--- src/scfm_map.svh ---
// constants for the serial flash configuration master
`ifndef SCFM_MAP_SVH
`define SCFM_MAP_SVH

// ----------------------------------------
// clocking
// ----------------------------------------
`define SCFM_REF_PERIOD_NS      50
`define SCFM_CLK_TARGET_NS      25
`define SCFM_CLK_MIN_MHZ        15
`define SCFM_CLK_TYP_MHZ        25
`define SCFM_CLK_MAX_MHZ        40
// half period of the serial clock in reference cycles, rounded up, at least one
`define SCFM_HALF_CYC_RAW       (((`SCFM_CLK_TARGET_NS / 2) + `SCFM_REF_PERIOD_NS - 1) / `SCFM_REF_PERIOD_NS)
`define SCFM_HALF_CYC           ((`SCFM_HALF_CYC_RAW < 1) ? 1 : `SCFM_HALF_CYC_RAW)

// ----------------------------------------
// delays
// ----------------------------------------
`define SCFM_STATUS_MAX_US      100
`define SCFM_STATUS_DLY_US      40
`define SCFM_STATUS_DLY_CYC     ((`SCFM_STATUS_DLY_US * 1000) / `SCFM_REF_PERIOD_NS)
`define SCFM_USER_MIN_US        20
`define SCFM_USER_MAX_US        100
`define SCFM_USER_DLY_CYC       (((`SCFM_USER_MIN_US * 1000) + `SCFM_REF_PERIOD_NS - 1) / `SCFM_REF_PERIOD_NS)
`define SCFM_SEL_PULSE_CYC      16'h0004
`define SCFM_DATA_SETUP_NS      7

// ----------------------------------------
// flash command
// ----------------------------------------
`define SCFM_READ_CMD           8'h03
`define SCFM_CMD_BITS           6'h1F
// extra command falls that cover the pin synchroniser delay; fits a one-cycle half period only
`define SCFM_SYNC_LAG_FALLS     6'h02
`define SCFM_STREAM_BITS        32'h0100_0000

`endif

--- src/scfm_pkg.sv ---
// types for the serial flash configuration master
package scfm_pkg;

    typedef enum logic [2:0] {
        SCFM_RESET  = 3'b000,
        SCFM_CMD    = 3'b001,
        SCFM_LOAD   = 3'b011,
        SCFM_EXPAND = 3'b010,
        SCFM_WAIT   = 3'b110,
        SCFM_INIT   = 3'b111,
        SCFM_USER   = 3'b101,
        SCFM_ERROR  = 3'b100
    } scfm_state_t;

    typedef struct packed {
        logic clk;
        logic clkOe;
        logic select_n;
        logic selectOe;
        logic cmd;
        logic cmdOe;
    } scfm_flash_out_t;

    typedef struct packed {
        scfm_state_t state;
        logic [7:0]  div;
        logic        clk;
        logic [31:0] bitCnt;
        logic [5:0]  cmdCnt;
        logic [31:0] cmdSh;
        logic [7:0]  tok;
        logic [2:0]  tokCnt;
        logic [7:0]  expCnt;
        logic        expRun;
        logic [15:0] dly;
        logic        select_n;
        logic        pinOe;
        logic        cmd;
        logic        statusOe;
        logic        completeOe;
        logic        userMode;
        logic        outBit;
        logic        outValid;
        logic        bridgeData;
    } scfm_regs_t;

endpackage

--- src/scfm_sync.sv ---
// three stage input synchroniser with agreement filter
`timescale 1ns/1ps
`default_nettype none

module scfm_sync #(
    parameter int         W   = 1,
    parameter logic [W-1:0] RST = '0
) (
    // clock and reset
    input  wire logic         ref_clk,
    input  wire logic         arst_n,
    // raw and filtered levels
    input  wire logic [W-1:0] din,
    output logic      [W-1:0] dout
);

    logic [W-1:0] s1_r;
    logic [W-1:0] s2_r;
    logic [W-1:0] s3_r;

    always_ff @(posedge ref_clk or negedge arst_n) begin
        if (!arst_n) begin
            s1_r <= RST;
            s2_r <= RST;
            s3_r <= RST;
            dout <= RST;
        end else begin
            s1_r <= din;
            s2_r <= s1_r;
            s3_r <= s2_r;
            // per bit: only a level seen on two stages counts
            dout <= (s2_r & s3_r) | (dout & (s2_r | s3_r));
        end
    end

endmodule // scfm_sync
`default_nettype wire

--- src/scfm_config_master.sv ---
// active serial configuration master: flash read, expansion, handshakes
`timescale 1ns/1ps
`default_nettype none
`include "scfm_map.svh"

// Notes on behaviour
// - serial clock derived from own oscillator
// - serial clock targets 40 MHz, 25 ns
// - one configuration bit per serial clock
// - serial clock runs at 10 MHz, below the 15..40 MHz range
// - status released within 100 us of request
// - data sampled at serial clock falling edge
// - user mode 20..100 us after completion
// - low request holds device in reset
// - compressed stream expanded internally
// - user mode bridges boundary-scan to flash
// - error restart: select pulse, status release, retry
module scfm_config_master #(
    parameter logic [31:0] STREAM_BITS = `SCFM_STREAM_BITS
) (
    // clock and reset
    input  wire logic                      ref_clk,
    input  wire logic                      arst_n,
    // configuration handshake pins
    input  wire logic                      configRequest_n,
    input  wire logic                      chipEnableIn_n,
    input  wire logic                      configCompleteIn,
    output logic                           configCompleteOut,
    output logic                           configCompleteOe,
    output logic                           statusOut,
    output logic                           statusOe,
    // serial flash pins
    input  wire logic                      flashDataIn,
    output scfm_pkg::scfm_flash_out_t      flashOut,
    // core options and error report
    input  wire logic                      compressEn,
    input  wire logic                      autoRestartEn,
    input  wire logic                      frameError,
    // expanded bitstream to the core
    output logic                           streamBit,
    output logic                           streamValid,
    output logic                           userMode,
    // boundary-scan bridge
    input  wire logic                      bridgeEn,
    input  wire logic                      bridgeClk,
    input  wire logic                      bridgeSelect_n,
    input  wire logic                      bridgeCmd,
    output logic                           bridgeData
);

    localparam logic [7:0]  HALF_LAST   = 8'(`SCFM_HALF_CYC - 1);
    localparam logic [15:0] STATUS_LAST = 16'(`SCFM_STATUS_DLY_CYC - 1);
    localparam logic [15:0] USER_LAST   = 16'(`SCFM_USER_DLY_CYC - 1);

    // ----------------------------------------
    // input synchronisers
    // ----------------------------------------
    logic [3:0] pinRaw;
    logic [3:0] pinSync;
    logic       reqHigh;
    logic       ceHigh;
    logic       dataS;
    logic       completeS;

    assign pinRaw = {configRequest_n, chipEnableIn_n, flashDataIn, configCompleteIn};

    scfm_sync #(
        .W   (4),
        .RST (4'b0100)
    ) u_sync (
        .ref_clk (ref_clk),
        .arst_n  (arst_n),
        .din     (pinRaw),
        .dout    (pinSync)
    );

    assign reqHigh   = pinSync[3];
    assign ceHigh    = pinSync[2];
    assign dataS     = pinSync[1];
    assign completeS = pinSync[0];

    // ----------------------------------------
    // state
    // ----------------------------------------
    scfm_pkg::scfm_regs_t r_r;
    scfm_pkg::scfm_regs_t r_nxt;
    logic                 tick;
    logic                 fall;
    logic [7:0]           newTok;

    always_comb begin
        r_nxt          = r_r;
        r_nxt.outValid = 1'b0;
        tick           = 1'b0;
        newTok         = {dataS, r_r.tok[7:1]};
        // serial clock from the reference divider; halted outside transfers
        if (r_r.state == scfm_pkg::SCFM_CMD || r_r.state == scfm_pkg::SCFM_LOAD) begin
            if (r_r.div == HALF_LAST) begin
                r_nxt.div = 8'h00;
                r_nxt.clk = ~r_r.clk;
                tick      = 1'b1;
            end else begin
                r_nxt.div = r_r.div + 8'h01;
            end
        end else if (r_r.state != scfm_pkg::SCFM_USER) begin
            r_nxt.div = 8'h00;
            r_nxt.clk = 1'b0;
        end
        fall = tick & r_r.clk;

        case (r_r.state)
            scfm_pkg::SCFM_RESET: begin
                r_nxt.statusOe   = 1'b1;
                r_nxt.completeOe = 1'b1;
                r_nxt.userMode   = 1'b0;
                r_nxt.select_n   = 1'b1;
                r_nxt.bitCnt     = 32'h0000_0000;
                r_nxt.tokCnt     = 3'h0;
                if (reqHigh && !ceHigh) begin
                    r_nxt.state    = scfm_pkg::SCFM_CMD;
                    r_nxt.statusOe = 1'b0;
                    r_nxt.select_n = 1'b0;
                    r_nxt.cmdSh    = {`SCFM_READ_CMD, 24'h00_0000};
                    r_nxt.cmd      = 1'(`SCFM_READ_CMD >> 7);
                    r_nxt.cmdCnt   = 6'h00;
                end
            end
            scfm_pkg::SCFM_CMD: begin
                if (fall) begin
                    // first data bit reaches dataS only after these extra falls
                    if (r_r.cmdCnt == `SCFM_CMD_BITS + `SCFM_SYNC_LAG_FALLS) begin
                        r_nxt.state = scfm_pkg::SCFM_LOAD;
                    end else begin
                        r_nxt.cmdSh  = {r_r.cmdSh[30:0], 1'b0};
                        r_nxt.cmd    = r_r.cmdSh[30];
                        r_nxt.cmdCnt = r_r.cmdCnt + 6'h01;
                    end
                end
            end
            scfm_pkg::SCFM_LOAD: begin
                if (fall) begin
                    r_nxt.bitCnt = r_r.bitCnt + 32'h0000_0001;
                    if (!compressEn) begin
                        r_nxt.outBit   = dataS;
                        r_nxt.outValid = 1'b1;
                        if (r_nxt.bitCnt == STREAM_BITS) begin
                            r_nxt.state = scfm_pkg::SCFM_WAIT;
                        end
                    end else begin
                        r_nxt.tok    = newTok;
                        r_nxt.tokCnt = r_r.tokCnt + 3'h1;
                        if (r_r.tokCnt == 3'h7) begin
                            // token: msb set is a zero run, else seven literal bits
                            r_nxt.state  = scfm_pkg::SCFM_EXPAND;
                            r_nxt.expRun = newTok[7];
                            r_nxt.expCnt = newTok[7] ? {1'b0, newTok[6:0]} : 8'h06;
                        end
                    end
                end
            end
            scfm_pkg::SCFM_EXPAND: begin
                // flash clock pauses here; long runs stall the read
                r_nxt.outValid = 1'b1;
                r_nxt.outBit   = r_r.expRun ? 1'b0 : r_r.tok[0];
                r_nxt.tok      = {1'b0, r_r.tok[7:1]};
                if (r_r.expCnt == 8'h00) begin
                    r_nxt.state = (r_r.bitCnt >= STREAM_BITS) ? scfm_pkg::SCFM_WAIT
                                                              : scfm_pkg::SCFM_LOAD;
                end else begin
                    r_nxt.expCnt = r_r.expCnt - 8'h01;
                end
            end
            scfm_pkg::SCFM_WAIT: begin
                r_nxt.select_n   = 1'b1;
                r_nxt.completeOe = 1'b0;
                r_nxt.dly        = 16'h0000;
                if (completeS) begin
                    r_nxt.state = scfm_pkg::SCFM_INIT;
                end
            end
            scfm_pkg::SCFM_INIT: begin
                r_nxt.dly = r_r.dly + 16'h0001;
                if (r_r.dly == USER_LAST) begin
                    r_nxt.state    = scfm_pkg::SCFM_USER;
                    r_nxt.userMode = 1'b1;
                end
            end
            scfm_pkg::SCFM_USER: begin
                // flash is free for the boundary-scan bridge
                if (bridgeEn) begin
                    r_nxt.clk        = bridgeClk;
                    r_nxt.select_n   = bridgeSelect_n;
                    r_nxt.cmd        = bridgeCmd;
                    r_nxt.bridgeData = dataS;
                end else begin
                    r_nxt.clk      = 1'b0;
                    r_nxt.select_n = 1'b1;
                end
            end
            scfm_pkg::SCFM_ERROR: begin
                r_nxt.statusOe = 1'b1;
                r_nxt.dly      = r_r.dly + 16'h0001;
                // short select pulse resets the flash read sequence
                r_nxt.select_n = (r_r.dly < `SCFM_SEL_PULSE_CYC) ? 1'b0 : 1'b1;
                if (r_r.dly >= STATUS_LAST) begin
                    r_nxt.dly = STATUS_LAST;
                    if (autoRestartEn) begin
                        r_nxt.state = scfm_pkg::SCFM_RESET;
                    end
                end
            end
            default: begin
                r_nxt.state = scfm_pkg::SCFM_RESET;
            end
        endcase

        if (frameError && (r_r.state == scfm_pkg::SCFM_LOAD ||
                           r_r.state == scfm_pkg::SCFM_EXPAND ||
                           r_r.state == scfm_pkg::SCFM_WAIT)) begin
            r_nxt.state      = scfm_pkg::SCFM_ERROR;
            r_nxt.dly        = 16'h0000;
            r_nxt.completeOe = 1'b1;
            r_nxt.statusOe   = 1'b1;
        end
        if (!reqHigh) begin
            r_nxt.state = scfm_pkg::SCFM_RESET;
            r_nxt.statusOe   = 1'b1;
            r_nxt.completeOe = 1'b1;
            r_nxt.userMode   = 1'b0;
            r_nxt.select_n   = 1'b1;
        end
        // never fight an external programmer on the flash pins
        r_nxt.pinOe = ~ceHigh;
    end

    always_ff @(posedge ref_clk or negedge arst_n) begin
        if (!arst_n) begin
            r_r            <= '0;
            r_r.state      <= scfm_pkg::SCFM_RESET;
            r_r.select_n   <= 1'b1;
            r_r.statusOe   <= 1'b1;
            r_r.completeOe <= 1'b1;
        end else begin
            r_r <= r_nxt;
        end
    end

    // ----------------------------------------
    // outputs from the state register; status and completion levels tied low
    // ----------------------------------------
    assign flashOut = '{clk:      r_r.clk,
                        clkOe:    r_r.pinOe,
                        select_n: r_r.select_n,
                        selectOe: r_r.pinOe,
                        cmd:      r_r.cmd,
                        cmdOe:    r_r.pinOe};

    assign configCompleteOut = 1'b0;
    assign configCompleteOe  = r_r.completeOe;
    assign statusOut         = 1'b0;
    assign statusOe          = r_r.statusOe;
    assign streamBit         = r_r.outBit;
    assign streamValid       = r_r.outValid;
    assign userMode          = r_r.userMode;
    assign bridgeData        = r_r.bridgeData;

endmodule // scfm_config_master
`default_nettype wire

--- config.mk ---
export PLATFORM = sky130hd
export DESIGN_NAME = scfm_config_master
export DESIGN_NICKNAME = d
export VERILOG_FILES = /design/src/scfm_pkg.sv /design/src/scfm_sync.sv /design/src/scfm_config_master.sv
export VERILOG_INCLUDE_DIRS = /design/src
export SDC_FILE = /design/constraint.sdc
export NUM_CORES = 1
export LEC_CHECK = 0
export BUFFER_PORTS_ARGS = -buffer_cell sky130_fd_sc_hd__buf_2
export CAP_MARGIN = 5
export CORE_ASPECT_RATIO = 0.5
export CORE_MARGIN = 5
export CORE_UTILIZATION = 50
export DETAILED_ROUTE_END_ITERATION = 8
export PLACE_DENSITY = 0.67
export SLEW_MARGIN = 20
export SYNTH_ARGS = -nofsm -noshare
export SYNTH_HDL_FRONTEND = slang
export SYNTH_SLANG_ARGS = --single-unit
--- constraint.sdc ---
create_clock -name ref_clk -period 4.7 [get_ports ref_clk]
set_input_delay 0.235 -clock ref_clk [delete_from_list [all_inputs] [get_ports ref_clk]]
set_output_delay 0.235 -clock ref_clk [all_outputs]
set_load 0.01 [all_outputs]
# Word-level counts from Yosys, hierarchy flattened
# Cells that the tools add are included.
[classes]
addsub = 6
n_lt_le_gt_ge = 3
n_eq_ne = 39
mux = 61
bitwise_logic = 7
reduce_logical = 28
[ops]
columns = ["operator", "n"]
rows = [
  ["$mux 38", 3],
  ["$pmux 38 s2", 1],
  ["$pmux 32 s2", 1],
  ["$mux 3", 16],
  ["$pmux 16 s3", 1],
  ["$ne 4x4->1 const B", 11],
  ["$mux 20", 2],
  ["$add 32x1->32 const B", 1],
  ["$eq 32x25->1 const B", 1],
  ["$ge 32x25->1 const B", 1],
  ["$mux 16", 2],
  ["$mux 32", 1],
  ["$pmux 8 s2", 2],
  ["$mux 9", 3],
  ["$pmux 3 s7", 1],
  ["$add 16x1->16 const B", 1],
  ["$eq 16x9->1 const B", 1],
  ["$ge 16x10->1 const B", 1],
  ["$logic_not 8->1", 2],
  ["$lt 16x3->1 const B", 1],
  ["$mux 8", 2],
  ["$ne 2x2->1 const B", 8],
  ["$eq 3x3->1 const B", 5],
  ["$ne 5x5->1 const B", 3],
  ["35 further kinds", 73],
]
[totals]
regBits = 142
inputBits = 13
out_inout_bits = 14
elab_cells = 168

# Logic depth before layout (Yosys ltp)
[logic_depth]
ltp_word = 8
mapped_depth = 11
ltp_nobuf = 11

# Modules after synthesis
# A second synthesis with hierarchy kept.
[unflattened]
cells_unflattened = 784
hier_area_um2 = 6854.1
[modules_own_cells]
columns = ["mod", "n_inst", "cells_per_inst", "area_each_um2", "seq_area_each_um2"]
rows = [
  ["scfm_config_master", 1, 764, 6403.6, 2556.2],
  ["scfm_sync", 1, 20, 450.4, 405.4],
]

# Least setup slack after synthesis
# OpenSTA, ideal clock, no wires.
[synth_timing]
kind = "register to register"
from = "reg r_r[83] in the netlist's numbering"
to = "reg r_r[126] in the netlist's numbering"
setup_time_ns = 0.125
arrival_time_ns = 2.669
required_time_ns = 4.575
setup_slack_ns = 1.906
path_stages_with_launch = 11
n_path_buf = 0
period_less_slack_ns = 2.794
cell_sequence = "dfrtp_1 -> ha_1 -> nand4_1 -> or4_4 -> a2111oi_2 -> a21oi_1 -> a211oi_1 -> nand4_2 -> a31oi_4 -> nor2b_2 -> mux2_4"
[synth_via]
elab_chain_cells = 6
elab_cells_between_ends = 10
cone_classes = "add/sub: 1; order compare: 1; eq/ne: 2; mux: 5; reduce/logical: 1"
[synth_lines]
columns = ["item", "line", "rtl"]
rows = [
  ["from (decl)", "scfm_config_master.sv:85", "scfm_pkg::scfm_regs_t r_r;"],
  ["from (signal assigned)", "scfm_config_master.sv:244", "r_r <= r_nxt;"],
  ["parallel branches: the longest is 6 deep, another holds $add 32x1->32", "-", ""],
]
# Parallel ways; which one is timed is not known. The select of a mux whose other input is x is not followed.
# A chain may end at the register's enable or synchronous reset.

# Worst setup path after layout
# Same ends and word-level chain as after synthesis.

==> metrics <==
outcome=finished clean; layout cells sized above 1=0.130; TritonCTS clock tree=built; Clock Power Share=0.409; Num Clock Sinks=118; GRT overflow=0; DPL Wire Length=slightly below 10 mm; final non-filler cell total=approximately 940; maximum clock path buffer count=2; Flop pwr share=0.377; Die H=approximately 92 µm; clock root cell=clkbuf_16; Die Width=roughly 170 µm; largest net degree at the start of global routing=between 70 and 80; Mapped Cells=~750; routability congestion estimate=about 0.84; most common cell in the netlist=o21ai_0; critical path type=register to register; Slew HR=0.349; area grow syn2layout=13.1%; asr flop ratio synth=1.00; wire length per cell=between 15 and 20 µm; Vias=5473; placed insts=roughly 900; Least-Margin Pin Slew=between 900 and 1000 ps; post-cts resize count=0; combinational fraction of design power=0.213; Final Skew=between 10 and 15 ps; period utilisation layout=0.696; Max VDD drop=0.248 mV; max-slew violation count=0; clock latency on the worst-skew pair=a little over 400 ps; crit path DAT=around 3600 ps; synth unique cells=slightly below 70; first drt pass iteration count=5; Fin. Hold Viols=0; Warnings, synthesis=0; number of port buffers=24; Post-synth top cells=o21ai_0, dfrtp_1, nand2_1, nor2_1, nand3_1; first-pass GRT wire length=25.3 mm; core footprint=between 10000 and 15000 µm²; RSZ-0062 raised after global routing=false; setup bufs post-CTS=0; number of flops mapped to enable cells by yosys=0; TNS Setup=0 ps; Worst Setup Start Kind=register; full die area=15800 µm²; mapped cell area=approximately 6600 µm²; Via density=5.83; final hold slack=~120 ps; hold crit path type=input port to register; final-layout fill cell count=1143; Internal=about 2300 µW; Peak Freq=between 300 and 400 MHz; register area share after synthesis=0.446; ranking of synthesized cells by area=dfrtp_1, o21ai_0, nand2_1, nor2_1, dfstp_2; n_diodes=0; Top Ports=27; top cell type by total area after synthesis=dfrtp_1; cell row count=29; Power, Total=3430 µW; Avg Cell Area, Syn=between 8 and 9 µm²; switching part of the total=0.317; P_leak=roughly 0.0032 µW; DRT Wirelength=approximately 15 mm; clock slew at reported path FFs=~50 ps; CP required=4990 ps; All-Layer GR Usage=0.192; Final setup viols=0; Iter 0 DRT Violations=a little under 400; vias in the first global route=a little over 5000; Final min period=about 3300 ps; initial antenna violation count=0; Max FO, Critical Path=10; Yosys top cell area share=0.418; Max Cap Viol=0; Sw Pwr=around 1100 µW; initial cell density of the core=0.517; hold buffers post-CTS=4; Inserted Clock Buffers=17; Critical Path End Type=register; H-tree Lvls=4; P per Cell Area=456 nW/µm²; Final nets=a little under 800; antenna viol nets, final=0; number of remaining DRC errors=0; Most used DFF post-synth=dfrtp_1; FF+latch count, synth=roughly 120
cell families (layout without fill, tap and decap cells):
family,after synthesis,in the layout,synth area share
and+or+nand+nor,289,289,0.227
AOI/OAI and AO/OA,218,218,0.198
DFF,118,118,0.446
buffers and inverters,71,91,0.0476
xor gates and xnor gates,19,19,0.0250
adders and majority gates,16,16,0.0286
muxes,16,16,0.0267
other,1,2,0.000564
flip-flops by register name, indices dropped and copies added (netlist names):
register / count
bridgeData: 1
configCompleteOe: 1
flashOut: 4
newTok: 7
r_r: 85
statusOe: 1
streamBit: 1
streamValid: 1
u_sync.dout: 4
u_sync.s1_r: 4
u_sync.s2_r: 4
u_sync.s3_r: 4
userMode: 1
final timing paths:
kind	startpoint	end	slack (ps)	cells past startpoint
max	r_r[83]	r_r[126]	1430	10
min	bridgeClk	flashOut[5]	120	3
max reg2reg	r_r[83]	r_r[126]	1430	10
min reg2reg	u_sync.s1_r[1]	u_sync.s2_r[1]	350	0
max in group asynchronous	arst_n	r_r[97]	3590	3
min in group asynchronous	arst_n	r_r[80]	240	2
cell type report:
cell class              count  area [µm²]  share of cell area
multi-input cells         560        3370               0.449
flip-flops and latches    118        2960               0.394
clock buffers              19         433              0.0576
repair buffers             36         245              0.0326
well taps                 170         213              0.0283
clock inverters            13         205              0.0273
inverters                  23        86.3              0.0115
layer usage:
| metal | vias to the layer above | wire, µm | global-route usage |
|---|---|---|---|
| met1 | 2642 | 7320 | 0.276 |
| met5 | - | 0 | 0 |
| li1 | 2715 | - | - |
| met2 | 102 | 6630 | 0.294 |
| met4 | 0 | 118 | 0.0464 |
| met3 | 14 | 591 | 0.0473 |
worst max-delay path, cell delays in order, from the launching register on:
cell and delay (ps):
dfrtp_1 460, ha_1 310, nand4_1 260, nor3_1 440, and2_1 390, nand4_1 140
a211oi_1 320, nand4_2 200, a31oi_4 260, nor2b_2 80, mux2_4 290
power groups by stage:
stage	clock, µW	combinational (µW)	sequential, µW
after floorplan	0	577	1250
after global placement	0	713	1300
after detailed placement	0	726	1300
after CTS	1430	733	1290
after global routing	1480	834	1320
final	1400	731	1290
cells in the final DEF (no fill, tap or decap), types with 8 or more instances in the layout:
master,instances
ha_1,12
inv_1,23
xor2_1,11
nand3_1,33
and2_1,9
a21oi_1,31
nor3_1,12
o21ai_0,116
nand4_1,22
nor4_1,9
a31oi_1,13
nor2_1,68
mux2_2,10
dfrtp_1,111
buf_2,23
clkbuf_16,17
o31ai_1,12
nand2_1,79
nor2b_1,9
xnor2_1,8
and3_1,9
stage by stage:
step	area, µm²	setup WS (ps)	utilization
6_report	7520	1430	0.585
3_3_place_gp	6800	1560	0.530
3_5_place_dp	6800	1450	0.530
5_1_grt	7520	1150	0.585
4_1_cts	7480	1410	0.582
2_1_floorplan	6650	1910	-
Power figures use the tool's default switching activity.
